**config.mk**
```make
export PLATFORM = sky130hd
export DESIGN_NAME = rro_core
export DESIGN_NICKNAME = d
export VERILOG_FILES = /design/src/inc/rro_pkg.sv /design/src/rtl/rro_core.sv
export VERILOG_INCLUDE_DIRS = /design/src /design/src/inc
export SDC_FILE = /design/constraint.sdc
export NUM_CORES = 1
export LEC_CHECK = 0
export ABC_AREA = 1
export BUFFER_PORTS_ARGS = -buffer_cell sky130_fd_sc_hd__buf_2
export CAP_MARGIN = 10
export CORE_ASPECT_RATIO = 2
export CORE_MARGIN = 2
export CORE_UTILIZATION = 48
export CTS_CLUSTER_DIAMETER = 100
export DETAILED_ROUTE_END_ITERATION = 10
export GPL_TIMING_DRIVEN = 0
export PLACE_DENSITY = 0.83
export SKIP_LAST_GASP = 1
export SLEW_MARGIN = 20
export SYNTH_ARGS = -nofsm -noshare
export SYNTH_HDL_FRONTEND = slang
export SYNTH_SLANG_ARGS = --single-unit
```
**constraint.sdc**
```tcl
create_clock -name clk_i -period 1.8 [get_ports clk_i]
set_input_delay 0.09 -clock clk_i [delete_from_list [all_inputs] [get_ports clk_i]]
set_output_delay 0.09 -clock clk_i [all_outputs]
set_load 0.01 [all_outputs]
```
**src/inc/rro_defines.svh**
```systemverilog
`ifndef RRO_DEFINES_SVH
`define RRO_DEFINES_SVH
// ----------------------------------------------------------------
// widths, field positions and cycle counts
// ----------------------------------------------------------------
`define RRO_DATA_W 8
`define RRO_PC_W 15
`define RRO_INT_EN_BIT 7
`define RRO_RET_CYCLES 2
`define RRO_ROT_CYCLES 1
`define RRO_ICTL_RST 8'h00
`define RRO_W_RST 8'h00
`define RRO_PC_RST 15'h0000
`endif

```
**src/inc/rro_pkg.sv**
```systemverilog
package rro_pkg;
    // instruction selector seen by this block
    typedef enum logic [2:0] {
        RRO_OP_NONE,
        RRO_OP_RETURN_FROM_INTERRUPT,
        RRO_OP_RETURN_WITH_LITERAL,
        RRO_OP_RETURN,
        RRO_OP_ROTATE_LEFT_CARRY
    } rro_op_t;

    // decoded instruction issued by the core
    typedef struct packed {
        rro_op_t op;
        logic [7:0] literal;
        logic dest_file;
        logic [7:0] file_data;
    } rro_instr_t;

    // register file write-back request
    typedef struct packed {
        logic wr_en;
        logic [7:0] data;
    } rro_fwr_t;
endpackage

```
**src/rtl/rro_core.sv**
```systemverilog
`timescale 1ns/1ps
`default_nettype none
`include "rro_defines.svh"
module rro_core
    import rro_pkg::*;
#(
    parameter int DATA_W = `RRO_DATA_W,
    parameter int PC_W = `RRO_PC_W
) (
    input wire logic clk_i, // 20 MHz core clock
    input wire logic resetn_i, // async reset, active low
    input wire logic cyc_en_i, // instruction cycle enable pulse
    input wire logic issue_i, // new instruction offered
    input wire rro_pkg::rro_instr_t instr_i, // decoded instruction
    input wire logic [PC_W-1:0] top_of_stack_i, // stack top value
    input wire logic carry_i, // current carry flag
    input wire logic zero_i, // current zero flag
    input wire logic digit_carry_i, // current digit carry flag
    output logic ready_o, // can take an instruction
    output logic stack_pop_o, // pop request, one pulse
    output logic [PC_W-1:0] pc_o, // program counter
    output logic pc_load_o, // pc reloaded, one pulse
    output logic [DATA_W-1:0] w_o, // working register
    output logic [DATA_W-1:0] interrupt_control_reg_o, // control reg
    output logic carry_o, // new carry flag
    output logic zero_o, // zero flag, passed through
    output logic digit_carry_o, // digit carry flag, passed through
    output logic status_wr_o, // flags written, one pulse
    output var rro_pkg::rro_fwr_t file_wr_o // file register write-back
);
    import rro_pkg::*;

    // ----------------------------------------------------------------
    // state
    // ----------------------------------------------------------------
    typedef enum logic [0:0] {RRO_IDLE, RRO_SECOND} rro_state_t;

    rro_state_t state_reg, state_next;
    logic [PC_W-1:0] pc_reg, pc_next;
    logic [DATA_W-1:0] w_reg, w_next;
    logic [DATA_W-1:0] ictl_reg, ictl_next;
    logic carry_reg, carry_next;
    logic pop_reg, pop_next;
    logic pcl_reg, pcl_next;
    logic stw_reg, stw_next;
    rro_fwr_t fwr_reg, fwr_next;

    // rotate one bit left through carry; returns {carry_out, result}
    function automatic logic [DATA_W:0] rot_left(input logic [DATA_W-1:0] v,
                                                input logic c);
        rot_left = {v, c};
    endfunction

    logic take;
    logic [DATA_W:0] rot;

    assign take = cyc_en_i && issue_i && (state_reg == RRO_IDLE);
    assign rot = rot_left(instr_i.file_data, carry_i);

    // ----------------------------------------------------------------
    // next state
    // ----------------------------------------------------------------
    always_comb begin
        state_next = state_reg;
        pc_next = pc_reg;
        w_next = w_reg;
        ictl_next = ictl_reg;
        carry_next = carry_reg;
        pop_next = 1'b0;
        pcl_next = 1'b0;
        stw_next = 1'b0;
        fwr_next = '0;
        fwr_next.data = fwr_reg.data;
        case (state_reg)
            RRO_IDLE: begin
                if (take) begin
                    case (instr_i.op)
                        RRO_OP_RETURN_FROM_INTERRUPT: begin
                            pc_next = top_of_stack_i;
                            pop_next = 1'b1;
                            pcl_next = 1'b1;
                            ictl_next[`RRO_INT_EN_BIT] = 1'b1;
                            state_next = RRO_SECOND;
                        end
                        RRO_OP_RETURN_WITH_LITERAL: begin
                            w_next = instr_i.literal;
                            pc_next = top_of_stack_i;
                            pop_next = 1'b1;
                            pcl_next = 1'b1;
                            state_next = RRO_SECOND;
                        end
                        RRO_OP_RETURN: begin
                            pc_next = top_of_stack_i;
                            pop_next = 1'b1;
                            pcl_next = 1'b1;
                            state_next = RRO_SECOND;
                        end
                        RRO_OP_ROTATE_LEFT_CARRY: begin
                            carry_next = rot[DATA_W];
                            stw_next = 1'b1;
                            if (instr_i.dest_file) begin
                                fwr_next.wr_en = 1'b1;
                                fwr_next.data = rot[DATA_W-1:0];
                            end else begin
                                w_next = rot[DATA_W-1:0];
                            end
                        end
                        default: begin
                            state_next = RRO_IDLE;
                        end
                    endcase
                end
            end
            RRO_SECOND: begin
                // second cycle of a return is the pipeline flush
                if (cyc_en_i) begin
                    state_next = RRO_IDLE;
                end
            end
            default: begin
                state_next = RRO_IDLE;
            end
        endcase
    end

    // ----------------------------------------------------------------
    // registers
    // ----------------------------------------------------------------
    always_ff @(posedge clk_i or negedge resetn_i) begin
        if (!resetn_i) begin
            state_reg <= RRO_IDLE;
            pc_reg <= `RRO_PC_RST;
            w_reg <= `RRO_W_RST;
            ictl_reg <= `RRO_ICTL_RST;
            carry_reg <= 1'b0;
            pop_reg <= 1'b0;
            pcl_reg <= 1'b0;
            stw_reg <= 1'b0;
            fwr_reg <= '0;
        end else begin
            state_reg <= state_next;
            pc_reg <= pc_next;
            w_reg <= w_next;
            ictl_reg <= ictl_next;
            carry_reg <= carry_next;
            pop_reg <= pop_next;
            pcl_reg <= pcl_next;
            stw_reg <= stw_next;
            fwr_reg <= fwr_next;
        end
    end

    // outputs; zero and digit carry always pass through unchanged
    assign ready_o = (state_reg == RRO_IDLE);
    assign stack_pop_o = pop_reg;
    assign pc_o = pc_reg;
    assign pc_load_o = pcl_reg;
    assign w_o = w_reg;
    assign interrupt_control_reg_o = ictl_reg;
    assign carry_o = carry_reg;
    assign zero_o = zero_i;
    assign digit_carry_o = digit_carry_i;
    assign status_wr_o = stw_reg;
    assign file_wr_o = fwr_reg;
endmodule
`default_nettype wire

```
Yosys cells after proc, flatten, opt, wreduce, memory -nomap -nowiden
Index checks and enable logic that the tools add are counted.
{"block": "totals", "regBits": 37, "latch_bits": 0, "mem_bits_rw": 0, "mem_bits_ro": 0, "word_cells": 38, "n_memories": 0}
{"block": "classes", "n_addsub": 0, "mul": 0, "n_div": 0, "magnitude_cmp": 0, "eq_ne": 5, "shifts": 0, "n_mux": 14, "bitwise_logic": 1, "reduce_logical": 9}
{"cell": "$mux 9", "count": 4}
{"cell": "$pmux 8 s2", "count": 1}
{"cell": "$reduce_and 3->1", "count": 3}
{"cell": "$mux 8", "count": 1}
{"cell": "$reduce_and 4->1", "count": 2}
{"cell": "$mux 1", "count": 7}
{"cell": "$eq 3x2->1 const B", "count": 2}
{"cell": "$eq 3x1->1 const B", "count": 1}
{"cell": "$eq 3x3->1 const B", "count": 1}
{"cell": "$reduce_or 3->1", "count": 1}
{"cell": "$logic_and 1x1->1", "count": 2}
{"cell": "$ne 2x2->1 const B", "count": 1}
{"cell": "$pmux 1 s2", "count": 1}
{"cell": "$reduce_bool 2->1", "count": 1}
{"cell": "$not 1->1", "count": 1}

Depth between registers and ports, before layout
{"block": "depth", "ltp_word": 5, "depth_mapped": 8, "depth_no_buf": 7}

Least setup slack after synthesis
No wires, ideal clock.
{"block": "synth_path", "kind": "flip-flop to flip-flop", "from": "register state_reg", "to": "register pc_reg[0] (netlist: pc_o[0])", "setup_ns": 0.116, "arrival_ns": 1.021, "required_ns": 1.684, "path_slack_ns": 0.662, "stages_incl_launch_ff": 8, "n_path_buf": 1, "path_cell_list": "dfrtp_1 inv_2 nand3_4 clkinv_4 nand3_4 buf_4 nand2_1 nand2_1"}
{"block": "synth_between", "elab_chain_cells": 3}
{"element": "start, declared", "line": "rro_core.sv:38", "rtl": "rro_state_t state_reg, state_next;"}
{"element": "start signal, assigned", "line": "rro_core.sv:141", "rtl": "state_reg <= state_next;"}
{"element": "$not 1->1 (no source line) *"}
{"element": "via ready_o", "line": "rro_core.sv:19", "rtl": "output logic ready_o,"}
{"element": "$logic_and 1x1->1", "line": "rro_core.sv:57", "rtl": "assign take = cyc_en_i && issue_i && (state_reg == RRO_IDLE);"}
{"element": "$reduce_and 3->1 (no source line) *"}
{"element": "end signal, assigned", "line": "rro_core.sv:132", "rtl": "pc_reg <= `RRO_PC_RST;"}
{"element": "end signal, assigned", "line": "rro_core.sv:142", "rtl": "pc_reg <= pc_next;"}
{"element": "end, declared", "line": "rro_core.sv:39", "rtl": "logic [PC_W-1:0] pc_reg, pc_next;"}
Mark *: on every way through the listed nets, which the timed path passes. The rest lies on a longest branch.
A chain may end at the register's enable or synchronous reset.

Worst setup path in the final report
{"block": "layout_path", "from": "register state_reg", "to": "register pc_reg[1] (netlist: pc_o[1])"}
{"block": "layout_between", "elab_chain_cells": 3}
{"element": "$not 1->1 (no source line) *"}
{"element": "$logic_and 1x1->1", "line": "rro_core.sv:57"}
{"element": "$reduce_and 3->1 (no source line) *"}
Every way passes the cells marked *; elsewhere a longest branch is shown, timed or not.

==> impl_metrics.tcl <==
set metrics [dict create \
    cts_buffer_depth 2 \
    ys_warn_count 0 \
    cp.depth 8 \
    fp.coreArea_um2 3380 \
    drc 0 \
    tightest_slew_ns 0.790 \
    cts_buffers 5 \
    clock.fmax_mhz 789 \
    grt_max_degree 38 \
    fin_crit_ns 1.27 \
    syn_avg_cell_area_um2 8.65 \
    maxSlewHeadroom_pct 47.3 \
    rows 30 \
    dp_hpwl_um 2950 \
    place_area_um2 2140 \
    finalHoldViolations 0 \
    wl_um 3940 \
    p_per_area_nw_per_um2 956 \
    area_delta_synth_final_pct 36.1 \
    ios 89 \
    final_area_um2 2290 \
    crit_family "buffers and inverters" \
    path_cells "inv_2 -> nand3_4 -> clkinv_4 -> nand3_4 -> inv_4 -> buf_6 -> nand2_1 -> nand2_1" \
    die_area_um2 4030 \
    cap_violations 0 \
    dp.cells 312 \
    setup_viol_count_final 0 \
    cts_tree "yes" \
    min_path_type "primary input to register" \
    dr.first_iter.drc_count 23 \
    cts.sinks 37 \
    cp.arrival_ns 1.49 \
    cts-root-buf "clkbuf_8" \
    grt_pass1_vias 1402 \
    ys_seq_elements 37 \
    post_cts_resized 0 \
    p_leak_nw 1.38 \
    fin_crit_sh_pct 70.4 \
    whs_path_depth 3 \
    finalPower_mw 2.19 \
    critPathKind "register to register" \
    die_w_um 45.9 \
    slew_viol_final 0 \
    start_kind "register" \
    mostFrequentLayoutCells "96 x nand2_1, 80 x buf_2, 37 x dfrtp_1" \
    syn_area_um2 1690 \
    worstSkewPairLatency_ns 0.28 \
    num_antenna_cells 0 \
    htreeDepth 2 \
    seq_area_frac_synth_pct 54.9 \
    fin_worst_skew_ns 0.00543 \
    antenna_found_initial 0 \
    max-vdd-ir-drop_mv 0.584 \
    grt-ovfl-total 0 \
    die_h_um 87.8 \
    met1_usage_pct 21.8 \
    top_usage_layer "met2" \
    end_kind "register" \
    drive_above_1_share_pct 38.0 \
    grt_pass1_wl_um 6140 \
    grtUsageTotal_pct 21.2 \
    rsz0062_at_grt "no" \
    fin_nets 336 \
    final_antenna_net_count 0 \
    cpPeakStageDelay_ns 0.38 \
    finalNonFillerCells 327 \
    syn_inst 195 \
    slowest_stage "dfrtp_1" \
    io_buffers 79 \
    cp_max_fo 10 \
    gp_congestion 0.870 \
    yosysUniqueCellTypes 18 \
    via_per_inst 4.73 \
    clk_pin_slew_worst_paths_ns 0.07 \
    vias 1547 \
    crit_required_ns 2.02 \
    met2_usage_pct 37.0 \
    setup_tns_ns 0 \
    status "completed" \
    dr.pass1.iters 4 \
    final_common_cell "nand2_1" \
    largest_register_ffs 15 \
    met3_usage_pct 4.12 \
    critical_path_buf_inv_count 4 \
    avgRoutedWirePerCell_um 12.1 \
    start_util_pct 49.9 \
    hold_slack_ns 0.00696 \
    reg2reg_depth 8 \
]
[final timing paths]
check	from	endpoint	slack, ns
max	state_reg	pc_o[1]	0.53
min	top_of_stack_i[13]	pc_o[13]	0.007
max reg2reg	state_reg	pc_o[1]	0.53
min reg2reg	w_o[0]	w_o[0]	0.47
max in group asynchronous	resetn_i	pc_o[8]	0.86
min in group asynchronous	resetn_i	file_wr_o[8]	0.43
[worst reg2reg max path: stages, from the launching register on]
cell and delay (ns):
dfrtp_1 0.38, inv_2 0.09, nand3_4 0.14, clkinv_4 0.10
nand3_4 0.13, inv_4 0.12, buf_6 0.14, nand2_1 0.06
nand2_1 0.06
[cell type report]
type	instances	area, µm²
fill	291	1080
sequential	37	926
multi-input combinational	141	628
timing repair buffer	86	465
buffer	15	118
clock buffer	8	80.1
tap	32	40.0
inverter	8	37.5
[where the power goes]
group          internal, mW  switching, mW  total, mW  leakage [nW]
combinational         0.255          0.328      0.582         0.865
sequential            0.996         0.0744       1.07         0.473
clock                 0.275          0.265      0.540        0.0395
[metal layers]
| metal | share of wire, % | vias up |
|---|---|---|
| met4 | 3.6 | 0 |
| met2 | 55 | 61 |
| met1 | 36 | 686 |
| met3 | 5.1 | 12 |
| met5 | 0 | - |
| li1 | - | 788 |
[synthesized netlist by cell type]
| cell | n | share of area (%) |
|---|---|---|
| nand2_1 | 96 | 21 |
| dfrtp_1 | 37 | 55 |
| nand3_1 | 19 | 5.6 |
| buf_4 | 12 | 5.3 |
| o21ai_0 | 9 | 2.7 |
| inv_1 | 4 | 0.89 |
| nand2_2 | 3 | 1.1 |
| nand3_4 | 3 | 3.1 |
| buf_6 | 2 | 1.3 |
| inv_2 | 2 | 0.45 |
| a31o_2 | 1 | 0.52 |
| buf_2 | 1 | 0.30 |
| clkinv_4 | 1 | 0.52 |
| conb_1 | 1 | 0.22 |
| inv_4 | 1 | 0.37 |
| nor2_1 | 1 | 0.22 |
| nor2_2 | 1 | 0.37 |
| nor2_4 | 1 | 0.67 |
[cell families after synthesis]
| logic type | count (synthesis) | synth area share, % |
|---|---|---|
| flip-flops | 37 | 54.9 |
| AO/OA/AOI/OAI | 10 | 3.19 |
| other | 1 | 0.222 |
| AND/OR/NAND/NOR | 124 | 32.5 |
| buffers and inverters | 23 | 9.20 |
[stage by stage]
step / util (%) / setup WS (ns)
floorplan: - / 0.662
global placement: 63.5 / 0.577
detailed placement: 63.5 / 0.549
CTS: 67.9 / 0.532
global route: 67.9 / 0.443
finish: 67.9 / 0.533
[repair_timing]
action | 4_1_cts | 5_1_grt
hold buffers | 7 | 0
hold endpoints to repair | 43 | 0
setup buffers | 0 | 0
(Power assumes the default switching activity.)
